$ cat src/rtl/nic_regs_pkg.sv
// Package for the paged network controller register bank.
// Assumes an 8-bit host data bus with a 4-bit register offset.
package nic_regs_pkg;

  // ==========================================================================
  // Offsets
  // ==========================================================================
  localparam logic [3:0] OFS_COMMAND = 4'h0;
  localparam logic [3:0] OFS_STATION_LO = 4'h1;
  localparam logic [3:0] OFS_STATION_HI = 4'h6;
  localparam logic [3:0] OFS_CURRENT_RX = 4'h7;
  localparam logic [3:0] OFS_MCAST_LO = 4'h8;
  localparam logic [3:0] OFS_RING_START = 4'h1;
  localparam logic [3:0] OFS_RING_STOP = 4'h2;
  localparam logic [3:0] OFS_TX_START = 4'h4;
  localparam logic [3:0] OFS_RX_CONFIG = 4'hc;
  localparam logic [3:0] OFS_TX_CONFIG = 4'hd;
  localparam logic [3:0] OFS_DATA_CONFIG = 4'he;
  localparam logic [3:0] OFS_INT_MASK = 4'hf;
  localparam logic [3:0] OFS_EEPROM_CTL = 4'h1;
  localparam logic [3:0] OFS_BOOT_PAGE = 4'h2;
  localparam logic [3:0] OFS_CFG_STRAPS = 4'h3;
  localparam logic [3:0] OFS_CFG_IRQ = 4'h4;
  localparam logic [3:0] OFS_CFG_MEDIUM = 4'h5;
  localparam logic [3:0] OFS_CFG_POWER = 4'h6;
  localparam logic [3:0] OFS_TEST = 4'h7;
  localparam logic [3:0] OFS_CSN = 4'h8;
  localparam logic [3:0] OFS_CLK_HALT = 4'h9;
  localparam logic [3:0] OFS_IRQ_STATE = 4'hb;
  localparam logic [3:0] OFS_FLASH_WP = 4'hc;
  localparam logic [3:0] OFS_IO_MAP = 4'hd;

  // ==========================================================================
  // Pages, commands and write masks
  // ==========================================================================
  typedef enum logic [1:0] {
    PAGE_0 = 2'h0,
    PAGE_1 = 2'h1,
    PAGE_2 = 2'h2,
    PAGE_3 = 2'h3
  } page_type;

  localparam logic [2:0] DMA_NOT_ALLOWED = 3'h0;
  localparam logic [2:0] DMA_REMOTE_READ = 3'h1;
  localparam logic [2:0] DMA_REMOTE_WRITE = 3'h2;

  localparam logic [7:0] COMMAND_RESET = 8'h21;
  localparam logic [1:0] EEPROM_MODE_CONFIG = 2'h3;
  localparam logic [7:0] EEPROM_WMASK = 8'hce;
  localparam logic [7:0] CFG_IRQ_WMASK = 8'h80;
  localparam logic [7:0] CFG_MEDIUM_WMASK = 8'he0;
  localparam logic [7:0] CFG_POWER_WMASK = 8'h06;
  localparam logic [7:0] CFG_STRAPS_MASK = 8'hfc;
  localparam logic [7:0] IO_MAP_MASK = 8'h01;

  // ==========================================================================
  // Carriers
  // ==========================================================================
  typedef struct packed {
    logic [1:0] page_sel;
    logic [2:0] remote_dma_cmd;
    logic transmit_request;
    logic start_cmd_bit;
    logic stop_cmd_bit;
  } command_type;

  typedef struct packed {
    logic [7:0] ring_start_page;
    logic [7:0] ring_stop_page;
    logic [7:0] transmit_start_page;
    logic [7:0] receive_config;
    logic [7:0] transmit_config;
    logic [7:0] data_config;
    logic [7:0] interrupt_mask;
  } page0_view_type;

  typedef struct packed {
    logic [7:0] config_straps_status;
    logic [6:0] irq_line_io_base;
    logic [4:0] boot_rom_size_base;
    logic [7:0] power_led_status;
    logic [7:0] saved_card_select_number;
    logic [7:0] interrupt_line_state;
    logic io_mapping_status;
    logic eeprom_data_from_rom;
  } status_in_type;

  typedef struct packed {
    logic [47:0] station_address;
    logic [7:0] current_receive_page;
    logic [63:0] multicast_filter;
    logic [7:0] boot_rom_page;
    logic [1:0] eeprom_mode;
    logic eeprom_chip_select;
    logic eeprom_serial_clock;
    logic eeprom_data_to_rom;
    logic irq_output_enable;
    logic [2:0] medium_bootrom_ctl;
    logic [1:0] power_ctl;
    logic [7:0] clock_halt_control;
    logic [7:0] flash_write_protect;
  } config_out_type;

endpackage

$ cat src/rtl/paged_nic_register_bank.sv
// Paged host register bank: command register, station address, multicast
// filter, page 0 views and the configuration page.
// Assumes a synchronous byte bus on CLK; straps and status come from pins.
`timescale 1ns/1ps
module paged_nic_register_bank (
  input wire logic CLK,
  input wire logic NRST,
  input wire logic [3:0] ADDR,
  input wire logic RD_STB,
  input wire logic WR_STB,
  input wire logic [7:0] WDATA,
  output logic [7:0] RDATA,
  input wire nic_regs_pkg::page0_view_type VIEW,
  input wire nic_regs_pkg::status_in_type STATUS,
  output nic_regs_pkg::command_type COMMAND,
  output nic_regs_pkg::config_out_type CONFIG
);

  // ==========================================================================
  // Reset release and pin synchroniser
  // ==========================================================================
  logic [1:0] rst_sync_q;
  logic rst_n;
  nic_regs_pkg::status_in_type status_meta_q;
  nic_regs_pkg::status_in_type status_sync_q;

  always_ff @(posedge CLK or negedge NRST) begin
    if (!NRST) begin
      rst_sync_q <= 2'h0;
    end else begin
      rst_sync_q <= {rst_sync_q[0], 1'b1};
    end
  end
  assign rst_n = rst_sync_q[1];

  always_ff @(posedge CLK or negedge rst_n) begin
    if (!rst_n) begin
      status_meta_q <= '0;
      status_sync_q <= '0;
    end else begin
      status_meta_q <= STATUS;
      status_sync_q <= status_meta_q;
    end
  end

  // ==========================================================================
  // State
  // ==========================================================================
  typedef struct packed {
    nic_regs_pkg::command_type command;
    nic_regs_pkg::config_out_type cfg;
    logic [7:0] rdata;
  } state_type;

  state_type state_q;
  state_type state_d;
  nic_regs_pkg::page_type page;
  logic config_mode;
  logic [7:0] read_value;

  assign page = nic_regs_pkg::page_type'(state_q.command.page_sel);
  assign config_mode = state_q.cfg.eeprom_mode == nic_regs_pkg::EEPROM_MODE_CONFIG;

  // ==========================================================================
  // Read multiplexer
  // ==========================================================================
  always_comb begin
    read_value = 8'h00;
    if (ADDR == nic_regs_pkg::OFS_COMMAND) begin
      read_value = state_q.command;
    end else begin
      case (page)
        nic_regs_pkg::PAGE_1: begin
          if (ADDR <= nic_regs_pkg::OFS_STATION_HI) begin
            read_value = state_q.cfg.station_address[8*(ADDR-4'h1) +: 8];
          end else if (ADDR == nic_regs_pkg::OFS_CURRENT_RX) begin
            read_value = state_q.cfg.current_receive_page;
          end else begin
            read_value = state_q.cfg.multicast_filter[8*(ADDR-nic_regs_pkg::OFS_MCAST_LO) +: 8];
          end
        end
        nic_regs_pkg::PAGE_2: begin
          case (ADDR)
            nic_regs_pkg::OFS_RING_START: read_value = VIEW.ring_start_page;
            nic_regs_pkg::OFS_RING_STOP: read_value = VIEW.ring_stop_page;
            nic_regs_pkg::OFS_TX_START: read_value = VIEW.transmit_start_page;
            nic_regs_pkg::OFS_RX_CONFIG: read_value = VIEW.receive_config;
            nic_regs_pkg::OFS_TX_CONFIG: read_value = VIEW.transmit_config;
            nic_regs_pkg::OFS_DATA_CONFIG: read_value = VIEW.data_config;
            nic_regs_pkg::OFS_INT_MASK: read_value = VIEW.interrupt_mask;
            default: read_value = 8'h00;
          endcase
        end
        nic_regs_pkg::PAGE_3: begin
          case (ADDR)
            nic_regs_pkg::OFS_EEPROM_CTL: begin
              read_value = {state_q.cfg.eeprom_mode, 2'h0, state_q.cfg.eeprom_chip_select,
                state_q.cfg.eeprom_serial_clock, state_q.cfg.eeprom_data_to_rom,
                status_sync_q.eeprom_data_from_rom};
            end
            nic_regs_pkg::OFS_BOOT_PAGE: read_value = state_q.cfg.boot_rom_page;
            nic_regs_pkg::OFS_CFG_STRAPS: begin
              read_value = status_sync_q.config_straps_status & nic_regs_pkg::CFG_STRAPS_MASK;
            end
            nic_regs_pkg::OFS_CFG_IRQ: begin
              read_value = {state_q.cfg.irq_output_enable, status_sync_q.irq_line_io_base};
            end
            nic_regs_pkg::OFS_CFG_MEDIUM: begin
              read_value = {state_q.cfg.medium_bootrom_ctl, status_sync_q.boot_rom_size_base};
            end
            nic_regs_pkg::OFS_CFG_POWER: begin
              read_value = (status_sync_q.power_led_status & ~nic_regs_pkg::CFG_POWER_WMASK)
                | {5'h00, state_q.cfg.power_ctl, 1'b0};
            end
            nic_regs_pkg::OFS_CSN: read_value = status_sync_q.saved_card_select_number;
            nic_regs_pkg::OFS_IRQ_STATE: read_value = status_sync_q.interrupt_line_state;
            nic_regs_pkg::OFS_IO_MAP: read_value = {7'h00, status_sync_q.io_mapping_status};
            default: read_value = 8'h00;
          endcase
        end
        default: read_value = 8'h00;
      endcase
    end
  end

  // ==========================================================================
  // Write decode and next state
  // ==========================================================================
  always_comb begin
    state_d = state_q;
    if (RD_STB) begin
      state_d.rdata = read_value;
    end
    if (WR_STB) begin
      if (ADDR == nic_regs_pkg::OFS_COMMAND) begin
        state_d.command = WDATA;
        if (WDATA[5:3] == nic_regs_pkg::DMA_NOT_ALLOWED) begin
          state_d.command.remote_dma_cmd = state_q.command.remote_dma_cmd;
        end
      end else begin
        case (page)
          nic_regs_pkg::PAGE_1: begin
            if (ADDR <= nic_regs_pkg::OFS_STATION_HI) begin
              state_d.cfg.station_address[8*(ADDR-4'h1) +: 8] = WDATA;
            end else if (ADDR == nic_regs_pkg::OFS_CURRENT_RX) begin
              state_d.cfg.current_receive_page = WDATA;
            end else begin
              state_d.cfg.multicast_filter[8*(ADDR-nic_regs_pkg::OFS_MCAST_LO) +: 8] = WDATA;
            end
          end
          nic_regs_pkg::PAGE_3: begin
            case (ADDR)
              nic_regs_pkg::OFS_EEPROM_CTL: begin
                state_d.cfg.eeprom_mode = WDATA[7:6];
                state_d.cfg.eeprom_chip_select = WDATA[3];
                state_d.cfg.eeprom_serial_clock = WDATA[2];
                state_d.cfg.eeprom_data_to_rom = WDATA[1];
              end
              nic_regs_pkg::OFS_BOOT_PAGE: state_d.cfg.boot_rom_page = WDATA;
              nic_regs_pkg::OFS_CFG_IRQ: begin
                if (config_mode) begin
                  state_d.cfg.irq_output_enable = WDATA[7];
                end
              end
              nic_regs_pkg::OFS_CFG_MEDIUM: begin
                if (config_mode) begin
                  state_d.cfg.medium_bootrom_ctl = WDATA[7:5];
                end
              end
              nic_regs_pkg::OFS_CFG_POWER: begin
                if (config_mode) begin
                  state_d.cfg.power_ctl = WDATA[2:1];
                end
              end
              nic_regs_pkg::OFS_CLK_HALT: state_d.cfg.clock_halt_control = WDATA;
              nic_regs_pkg::OFS_FLASH_WP: begin
                if (config_mode) begin
                  state_d.cfg.flash_write_protect = WDATA;
                end
              end
              default: begin
              end
            endcase
          end
          default: begin
          end
        endcase
      end
    end
  end

  always_ff @(posedge CLK or negedge rst_n) begin
    if (!rst_n) begin
      state_q <= '0;
      state_q.command <= nic_regs_pkg::COMMAND_RESET;
    end else begin
      state_q <= state_d;
    end
  end

  assign RDATA = state_q.rdata;
  assign COMMAND = state_q.command;
  assign CONFIG = state_q.cfg;
endmodule
$ cat config.mk
export PLATFORM = sky130hd
export DESIGN_NAME = paged_nic_register_bank
export DESIGN_NICKNAME = d
export VERILOG_FILES = /design/src/rtl/nic_regs_pkg.sv /design/src/rtl/paged_nic_register_bank.sv
export SDC_FILE = /design/constraint.sdc
export NUM_CORES = 1
export LEC_CHECK = 0
export BUFFER_PORTS_ARGS = -buffer_cell sky130_fd_sc_hd__buf_2
export CORE_UTILIZATION = 58
export DETAILED_ROUTE_END_ITERATION = 7
export PLACE_DENSITY = 0.86
export SLEW_MARGIN = 5
export SYNTH_ARGS = -nofsm -noshare
export SYNTH_HDL_FRONTEND = slang
export SYNTH_SLANG_ARGS = --single-unit
$ cat constraint.sdc
create_clock -name CLK -period 16.9 [get_ports CLK]
set_input_delay 2.535 -clock CLK [delete_from_list [all_inputs] [get_ports CLK]]
set_output_delay 2.535 -clock CLK [all_outputs]
set_load 0.01 [all_outputs]
Word-level counts from Yosys, hierarchy flattened --
Index checks and enable logic that the tools add are counted.
Storage, ports and cells: output and inout port bits 171, logic and storage cells 92, register bits 265
Cells by class: mux-type cells 8, equality and inequality tests 18, bitwise gates (word level) 5, magnitude comparators 1, shift-type cells 6, add/subtract/negate cells 4, reduce and logical (&&, ||, !) cells 14
Operators with widths (number):
- 8-bit one-hot mux with 9 select lines | 1
- 32-bit negation with 34-bit output | 2
- 64-bit bitwise mux | 1
- 8-bit by 34-bit variable shift with 64-bit output, first input constant | 1
- 64-bit by 33-bit indexed part select with 8-bit output | 1
- 8-bit by 34-bit indexed part select with 64-bit output | 1
- 8-bit one-hot mux with 7 select lines | 1
- 48-bit bitwise mux | 1
- 8-bit by 34-bit variable shift with 48-bit output, first input constant | 1
- 48-bit by 33-bit indexed part select with 8-bit output | 1
- 8-bit by 34-bit indexed part select with 48-bit output | 1
- 5-bit AND reduction | 6
- 4-bit == test, second input constant | 7
- 8-bit 2-to-1 mux | 3
- 8-bit one-hot mux with 3 select lines | 1
- 4-bit by 3-bit == test with 1-bit output, second input constant | 4
- 4-bit AND reduction | 4
- 4-bit by 2-bit == test with 1-bit output, second input constant | 2
- 8-bit by 3-bit OR with 8-bit output | 1
- 2-bit == test, second input constant | 3
- 4-bit by 1-bit subtractor with 5-bit output, second input constant | 1
- 4-bit by 4-bit subtractor with 5-bit output, second input constant | 1
- 4-bit by 1-bit == test with 1-bit output, second input constant | 1
- 4-bit by 3-bit less-or-equal comparator with 1-bit output, second input constant | 1
- other kinds (6) | 9

Depth between registers and ports, before layout --
Gate-level depths: netlist of run 1.
depth in word-level cells 6, gate-level depth with buffers 16, mapped depth without buffers 11

Worst setup path after synthesis of run 1 --
Ideal clock, no wire load.
kind input -> register, start point input ADDR[1], end point register state_q, in the netlist CONFIG[131], path slack 10.291 ns, library setup time 0.125 ns, arrival 6.485 ns, required time 16.775 ns, stages on the path 13, path buffers 4, cell sequence buf_2 clkbuf_1 inv_1 ha_1 buf_2 clkbuf_1 nand2_1 or3_1 ha_1 nor4b_1 a31oi_1 nor4b_4 mux2_2
Between the ends: cells in the longest elaborated chain, start to end 4, elaborated cells on any way between the ends 9, classes of those cells add/sub (2); order compare (1); shift (2); mux (1); bitwise (1); reduce/logical (2)
Ends and longest elaborated chain:
- from (decl) | line paged_nic_register_bank.sv:8 | input wire logic [3:0] ADDR,
- 4-bit by 1-bit subtractor with 5-bit output | line paged_nic_register_bank.sv:144 | state_d.cfg.station_address[8*(ADDR-4'h1) +: 8] = WDATA;
- 32-bit negation with 34-bit output | line paged_nic_register_bank.sv:144
- 8-bit by 34-bit indexed part select with 48-bit output or 8-bit by 34-bit variable shift with 48-bit output (tied branches) | line paged_nic_register_bank.sv:144
- 48-bit bitwise mux | line paged_nic_register_bank.sv:144
- to (signal assigned) | line paged_nic_register_bank.sv:197 | state_q <= state_d;
- to (decl) | line paged_nic_register_bank.sv:55 | state_type state_q;
Parallel ways exist; a longest one is shown, timed or not. A chain may end at the register's enable or synchronous reset.

Worst setup path after layout of run 1 --
start point input ADDR[0], end point register state_q, in the netlist CONFIG[122]
The elaborated chain is that of the path after synthesis.

==> impl_results.md, run 1 <==
* Outcome: complete, no violations
* Crit path max fanout at 33
* Pre-CTS setup slack at 9.189 ns
* Largest net degree at the start of global routing at 75
* Grt ovf at 0
* Crit. End Element: flop
* Cell with the most instances after synthesis: dfrtp_1
* #FFs+latches synth at 257
* Drt drc at 0
* Top FF cell, synth: dfrtp_1
* CTS Sinks at 257
* Compound-Gate Fraction of Synth Area at 10.52%
* Avg Cell Area, Syn at 12.19 um^2
* Layout cells sized above 1 at 40.35%
* Fin. Hold Viols at 0
* Final HPWL from detailed placement at 23620 um
* Vias in the first global route at 9466
* Adder-cell share of the synthesized area at 1.779%
* Netlist cell types at 68
* Ant diodes at 0
* Worst Path Required at 17.31 ns
* Area Overhead vs Synth at 21.24%
* Row cnt at 52
* Fmax at 138.9 MHz
* Routed Wire Length at 35080 um
* Fin crit share at 42.60%
* WS Path Type: in2reg
* Sequential area share after synthesis at 53.82%
* CTS resizes at 0
* Synth Warn # at 0
* IO buf count at 284
* Post-CTS Setup Inserts at 0
* Slew HR at 26.25%
* I/O pins at 289
* Mapped cell area at 11950 um^2
* First-pass GRT wire length at 54150 um
* Die H at 145.6 um
* Number of vias per cell at 6.200
* Die area at 21190 um^2
* Post-synth top area share at 53.38%
* Initial DRC Count at 855
* XOR/XNOR share of the synthesized area at 0.4710%
* Largest family of logic cells by synthesized area: multiplexers
* Reg2Reg Depth at 5
* Post-synth top area cell: dfrtp_1
* Hold Crit Class: reg2async
* Clock-pin slew on the worst setup and hold paths at 0.06 ns
* Synth top cells by count: 255 x dfrtp_1, 117 x mux2_2, 90 x nand2_1
* Root buffer cell: clkbuf_16
* Final setup margin at 9.701 ns
* R2r endpoint: CONFIG[138]
* Final min period at 7.199 ns
* Asr flop ratio synth at 100.0%
* Final setup fails at 0
* Max IR drop VDD at 0.09905 mV
* Filler cells at 1402
* RSZ-0062 raised after global routing: no
* Number of max-cap violations at 0
* Via count at 9511
* Startpoint Class: input pin
* Post-synth EDFFs at 0
* PD cells at 101.8 nW/um^2
* CTS H-tree depth at 1
* Worst r2r src: page[0]
* Static Leak at 7.265 nW
* Die width at 145.6 um
* Layout Nets at 1380
* Worst-Margin Slew at 1.101 ns
* Initial Util at 59.08%
* First drt pass iteration count at 8
* Post-route cell area at 14490 um^2
* Syn Nets at 1116
* Min Hold Slack at 0.3244 ns
* Post-CTS Hold Buffers at 0
* Core Util, Final at 71.62%
* Number of routed nets with antenna violations at 0
* Num CTS Buffers at 26
* Placed inst area at 13570 um^2
* Clock Skews at 0.01450 ns
* R2r setup slk at 13.99 ns
* Count of pins over their slew limit at 0
* Clk_lat worst skew at 0.54 ns
* Initial antenna violation count at 0
* GP Congestion at 0.9710
* Core region area at 20230 um^2
* CTS tree: yes
* Synth Instances at 981
* Ranking of synthesized cells by area: dfrtp_1 53%, mux2_2 11%, mux4_2 4.5%, mux2i_1 3.5%, nand2_1 2.8%
* CP arrival at 7.61 ns
* GRT Util Overall at 33.21%
* Mux cell area share after synthesis at 19.06%
* Simple-Gate Fraction of Synth Area at 10.47%
* Routed length per placed instance at 22.87 um
* Setup TNS at 0 ns
* Maximum root-to-sink buffer count at 3
==> sequential cells by signal, summed over array words and instances (netlist names) <==
name,flops
COMMAND,6
CONFIG,155
RDATA,8
page,2
rst_sync_q,2
status_meta_q,42
status_sync_q,42
==> routing by layer <==
layer / vias up / wire length (um) / global-route usage, % / part of all wire [%]
met5: - / 0 / 0 / 0
met4: 0 / 1352 / 12.79 / 3.9
met3: 113 / 3082 / 6.207 / 8.8
met2: 560 / 16910 / 52.81 / 48
met1: 4743 / 13730 / 45.76 / 39
li1: 4095 / - / - / -
==> worst max-delay path: stages <==
cell and delay [ns]:
buf_2 0.08, buf_4 0.47, clkinv_1 0.50, ha_1 1.00
nand2_1 0.36, or3_1 0.42, ha_1 0.31, nor4b_1 0.31
a31oi_1 0.40, nor4_4 0.76, mux2_2 0.42
==> how the worst max path moves through the flow <==
| stage | from | end | depth (start not counted) |
|---|---|---|---|
| CTS | ADDR[0] | CONFIG[138] | 11 |
| detailed placement | ADDR[0] | CONFIG[138] | 11 |
| finish | ADDR[0] | CONFIG[122] | 11 |
| global placement | ADDR[0] | CONFIG[135] | 11 |
| floorplan | rst_sync_q[1] | COMMAND[1] | 0 |
| global route | ADDR[0] | CONFIG[138] | 11 |
==> kinds of logic (layout without fill, tap and decap cells) <==
| kind of cell | count (synthesis) | after routing |
|---|---|---|
| and+or+nand+nor | 230 | 230 |
| muxes | 183 | 183 |
| DFF | 257 | 257 |
| buffers and inverters | 116 | 399 |
| xor gates and xnor gates | 4 | 4 |
| AOI/OAI and AO/OA | 173 | 173 |
| other | 1 | 1 |
| adders and majority gates | 17 | 17 |
==> cell usage in the layout (no fill, tap or decap), drive strengths merged, types with 20 or more instances in the layout <==
| master | count |
|---|---|
| a21oi | 30 |
| a22oi | 20 |
| buf | 299 |
| clkbuf | 33 |
| dfrtp | 255 |
| inv | 52 |
| mux2 | 117 |
| mux2i | 42 |
| mux4 | 24 |
| nand2 | 90 |
| nand3 | 22 |
| nor2 | 29 |
| o21ai | 29 |
==> metrics by stage <==
step | total power [mW] | std cells
2_1_floorplan | 0.7902 | 981
3_3_place_gp | 0.8627 | 1487
3_5_place_dp | 0.8679 | 1487
4_1_cts | 1.476 | 1534
5_1_grt | 1.522 | 1534
6_report | 1.475 | 1534
==> area by class of cell <==
cell class	instances	area (um^2)	share of cell area (%)
Clock buffer	33	738.2	5.094
Clock inverter	14	180.2	1.243
Inverter	53	198.9	1.373
Multi-Input combinational cell	608	5066	34.96
Sequential cell	257	6437	44.42
Tap cell	270	337.8	2.331
Timing Repair Buffer	299	1534	10.58
==> power by group <==
group          total, mW  switching, mW  internal, mW
Sequential         0.675         0.0274         0.648
Clock              0.613          0.243         0.370
Combinational      0.187          0.114        0.0724
Note: power is estimated with default switching activity, not from simulation.
==> run 2: changes to the inputs <==
Settings changed: CORE_UTILIZATION 58 to 54, PLACE_DENSITY 0.86 to 0.8.
Clock period 16.9 ns to 6.8 ns, I/O delays scaled along.
==> run 2 against run 1 <==
Effect of this change: sequential share of layout area barely moved; highest routed layer unchanged; count of clock-buffer cells in the layout rose by 1; clock power rose by 140%; register-to-register slack got worse by 10 ns.
==> impl_results.md, run 2 (synthesized netlist as in run 1, its figures left out) <==
* Metal3 WL at 2883 um (-6.5%)
* Routed Wire Length at 34330 um (-2.1%)
* Fmax at 209.8 MHz
* Via count at 9317 (-2.0%)
* Die width at 150.8 um (+3.6%)
* Static Leak at 7.245 nW (-0.28%)
* PD cells at 248.3 nW/um^2 (+140%)
* RSZ-0062 raised after global routing: no
* Initial DRC Count at 1041 (+22%)
* CTS H-tree depth at 1 (unchanged)
* Routed length per placed instance at 22.18 um (-3.0%)
* Crit. End Element: flop
* Core region area at 21760 um^2 (+7.5%)
* Met1 wire length at 13970 um (+1.7%)
* Vias in the first global route at 8716 (-7.9%)
* Largest net degree at the start of global routing at 86 (+15%)
* Switching share of total power at 26.56% (+0.50 points)
* Hold Crit Class: in2async
* Final setup fails at 0 (unchanged)
* Comb power frac at 12.9% (+0.2 points)
* Worst Path Required at 7.21 ns (-10.10 ns)
* Crit path max fanout at 26 (-21%)
* Die area at 22740 um^2 (+7.3%)
* Drt drc at 0 (unchanged)
* CTS resizes at 0 (unchanged)
* Outcome: complete, no violations
* Max Used Layer: met4
* Final HPWL from detailed placement at 24030 um (+1.7%)
* Placed inst area at 13610 um^2 (+0.26%)
* IO buf count at 284 (unchanged)
* Ant diodes at 0 (unchanged)
* Root buffer cell: clkbuf_16
* WS Path Type: in2reg
* Power share of the clock group at 40.5% (-1.0 points)
* Grt ovf at 0 (unchanged)
* Sequential share of power at 46.6% (+0.8 points)
* Post-CTS Hold Buffers at 0 (unchanged)
* First-pass GRT wire length at 51030 um (-5.8%)
* CTS Sinks at 257 (unchanged)
* Slew HR at 24.46% (-1.8 points)
* Reg2Reg Depth at 5 (unchanged)
* Tot Pwr at 3.598 mW (+140%)
* Post-route cell area at 14490 um^2 (about the same)
* Number of vias per cell at 6.019 (-2.9%)
* Post-CTS Setup Inserts at 0 (unchanged)
* Area Overhead vs Synth at 21.21% (about the same)
* Initial antenna violation count at 0 (unchanged)
* Setup TNS at 0 ns (unchanged)
* Die H at 150.8 um (+3.6%)
* GP Congestion at 0.9072 (-6.6%)
* I/O pins at 289 (unchanged)
* Layout cells sized above 1 at 40.22% (-0.13 points)
* Metal2 WL at 16270 um (-3.8%)
* Psw at 0.9558 mW (+150%)
* Placed Cells at 1500 (+0.87%)
* Worst r2r src: page[1]
* Final Non-Filler Cells at 1548 (+0.91%)
* R2r endpoint: CONFIG[134]
* Initial Util at 54.95% (-4.1 points)
* Num CTS Buffers at 26 (unchanged)
* Layout Nets at 1383 (+0.22%)
* Max IR drop VDD at 0.2435 mV (+150%)
* Max FFs per register at 155 (unchanged)
* Final min period at 4.768 ns
* Fin. Hold Viols at 0 (unchanged)
* Clock Skews at 0.02064 ns (+0.006145 ns)
* Number of max-cap violations at 0 (unchanged)
* Fin crit share at 70.11%
* R2r setup slk at 3.92 ns (-10.07 ns)
* Most frequent cells in the layout: 284 x buf_2, 254 x dfrtp_1, 117 x mux2_2, 90 x nand2_1, 51 x inv_1
* Startpoint Class: input pin
* Clock-pin slew on the worst setup and hold paths at 0.06 ns (about the same)
* Row cnt at 54 (+3.8%)
* Min Hold Slack at 0.2587 ns (-0.06571 ns)
* Clk_lat worst skew at 0.54 ns (about the same)
* CTS tree: yes
* Worst-Margin Slew at 1.128 ns (+0.02673 ns)
* Int Pwr at 2.642 mW (+140%)
* CP arrival at 5.18 ns (-2.43 ns)
* Maximum root-to-sink buffer count at 3 (unchanged)
* GRT Util Overall at 30.04% (-3.2 points)
* Most common cell after layout, fill and taps aside: buf_2
* First drt pass iteration count at 6 (-2)
* Count of pins over their slew limit at 0 (unchanged)
* Number of routed nets with antenna violations at 0 (unchanged)
## run 2: cell count changes in the layout (fill, tap and decap cells not counted), sizes merged
| cell | previous run | this run |
|---|---|---|
| clkinv | 10 | 7 |
| buf | 299 | 302 |
| clkbuf | 33 | 34 |
| bufinv | 4 | 3 |
| inv | 52 | 54 |
| clkinvlp | 1 | 3 |
## run 2: final cells by class
type,instances,area [um^2]
Fill cell,1675,7267
Sequential cell,257,6437
Multi-Input combinational cell,608,5066
Timing Repair Buffer,302,1556
Clock buffer,34,700.7
Tap cell,280,350.3
Inverter,53,198.9
Clock inverter,14,178.9
## run 2: power groups by stage
stage / Clock (mW) / Combinational [mW] / Sequential, mW
6_report: 1.46 / 0.463 / 1.68
3_5_place_dp: 0 / 0.459 / 1.70
3_3_place_gp: 0 / 0.449 / 1.70
4_1_cts: 1.48 / 0.461 / 1.68
2_1_floorplan: 0 / 0.239 / 1.72
5_1_grt: 1.53 / 0.501 / 1.69
## run 2: through the flow
step           worst slack [ns]  utilization, %
2_1_floorplan             1.706               -
3_3_place_gp              1.668           62.55
3_5_place_dp              1.520           62.55
4_1_cts                   2.106           66.60
5_1_grt                   1.749           66.60
6_report                  2.032           66.60
## run 2: critical path: stages
cell and delay [ns]:
buf_2 0.50, inv_1 0.14, ha_1 0.30, buf_4 0.27
nand2_1 0.14, inv_1 0.06, ha_1 0.59, nor4bb_1 0.29
nand4_1 0.19, a2111oi_4 0.73, nand4_2 0.49, mux2_2 0.42
## run 2: worst max path at each step
| stage | end | cells after the start | slack [ns] | start |
|---|---|---|---|---|
| CTS | CONFIG[36] | 12 | 2.11 | ADDR[1] |
| global placement | CONFIG[136] | 10 | 1.67 | ADDR[1] |
| floorplan | CONFIG[131] | 13 | 1.71 | ADDR[1] |
| detailed placement | CONFIG[35] | 12 | 1.52 | ADDR[1] |
| finish | CONFIG[36] | 12 | 2.03 | ADDR[1] |
| global route | CONFIG[41] | 12 | 1.75 | ADDR[1] |
## run 2: per-layer routing
metal | global-route usage, % | vias up
li1 | - | 4102
met1 | 41.98 | 4648
met2 | 46.70 | 488
met3 | 5.181 | 79
met4 | 12.40 | 0
met5 | 0 | -
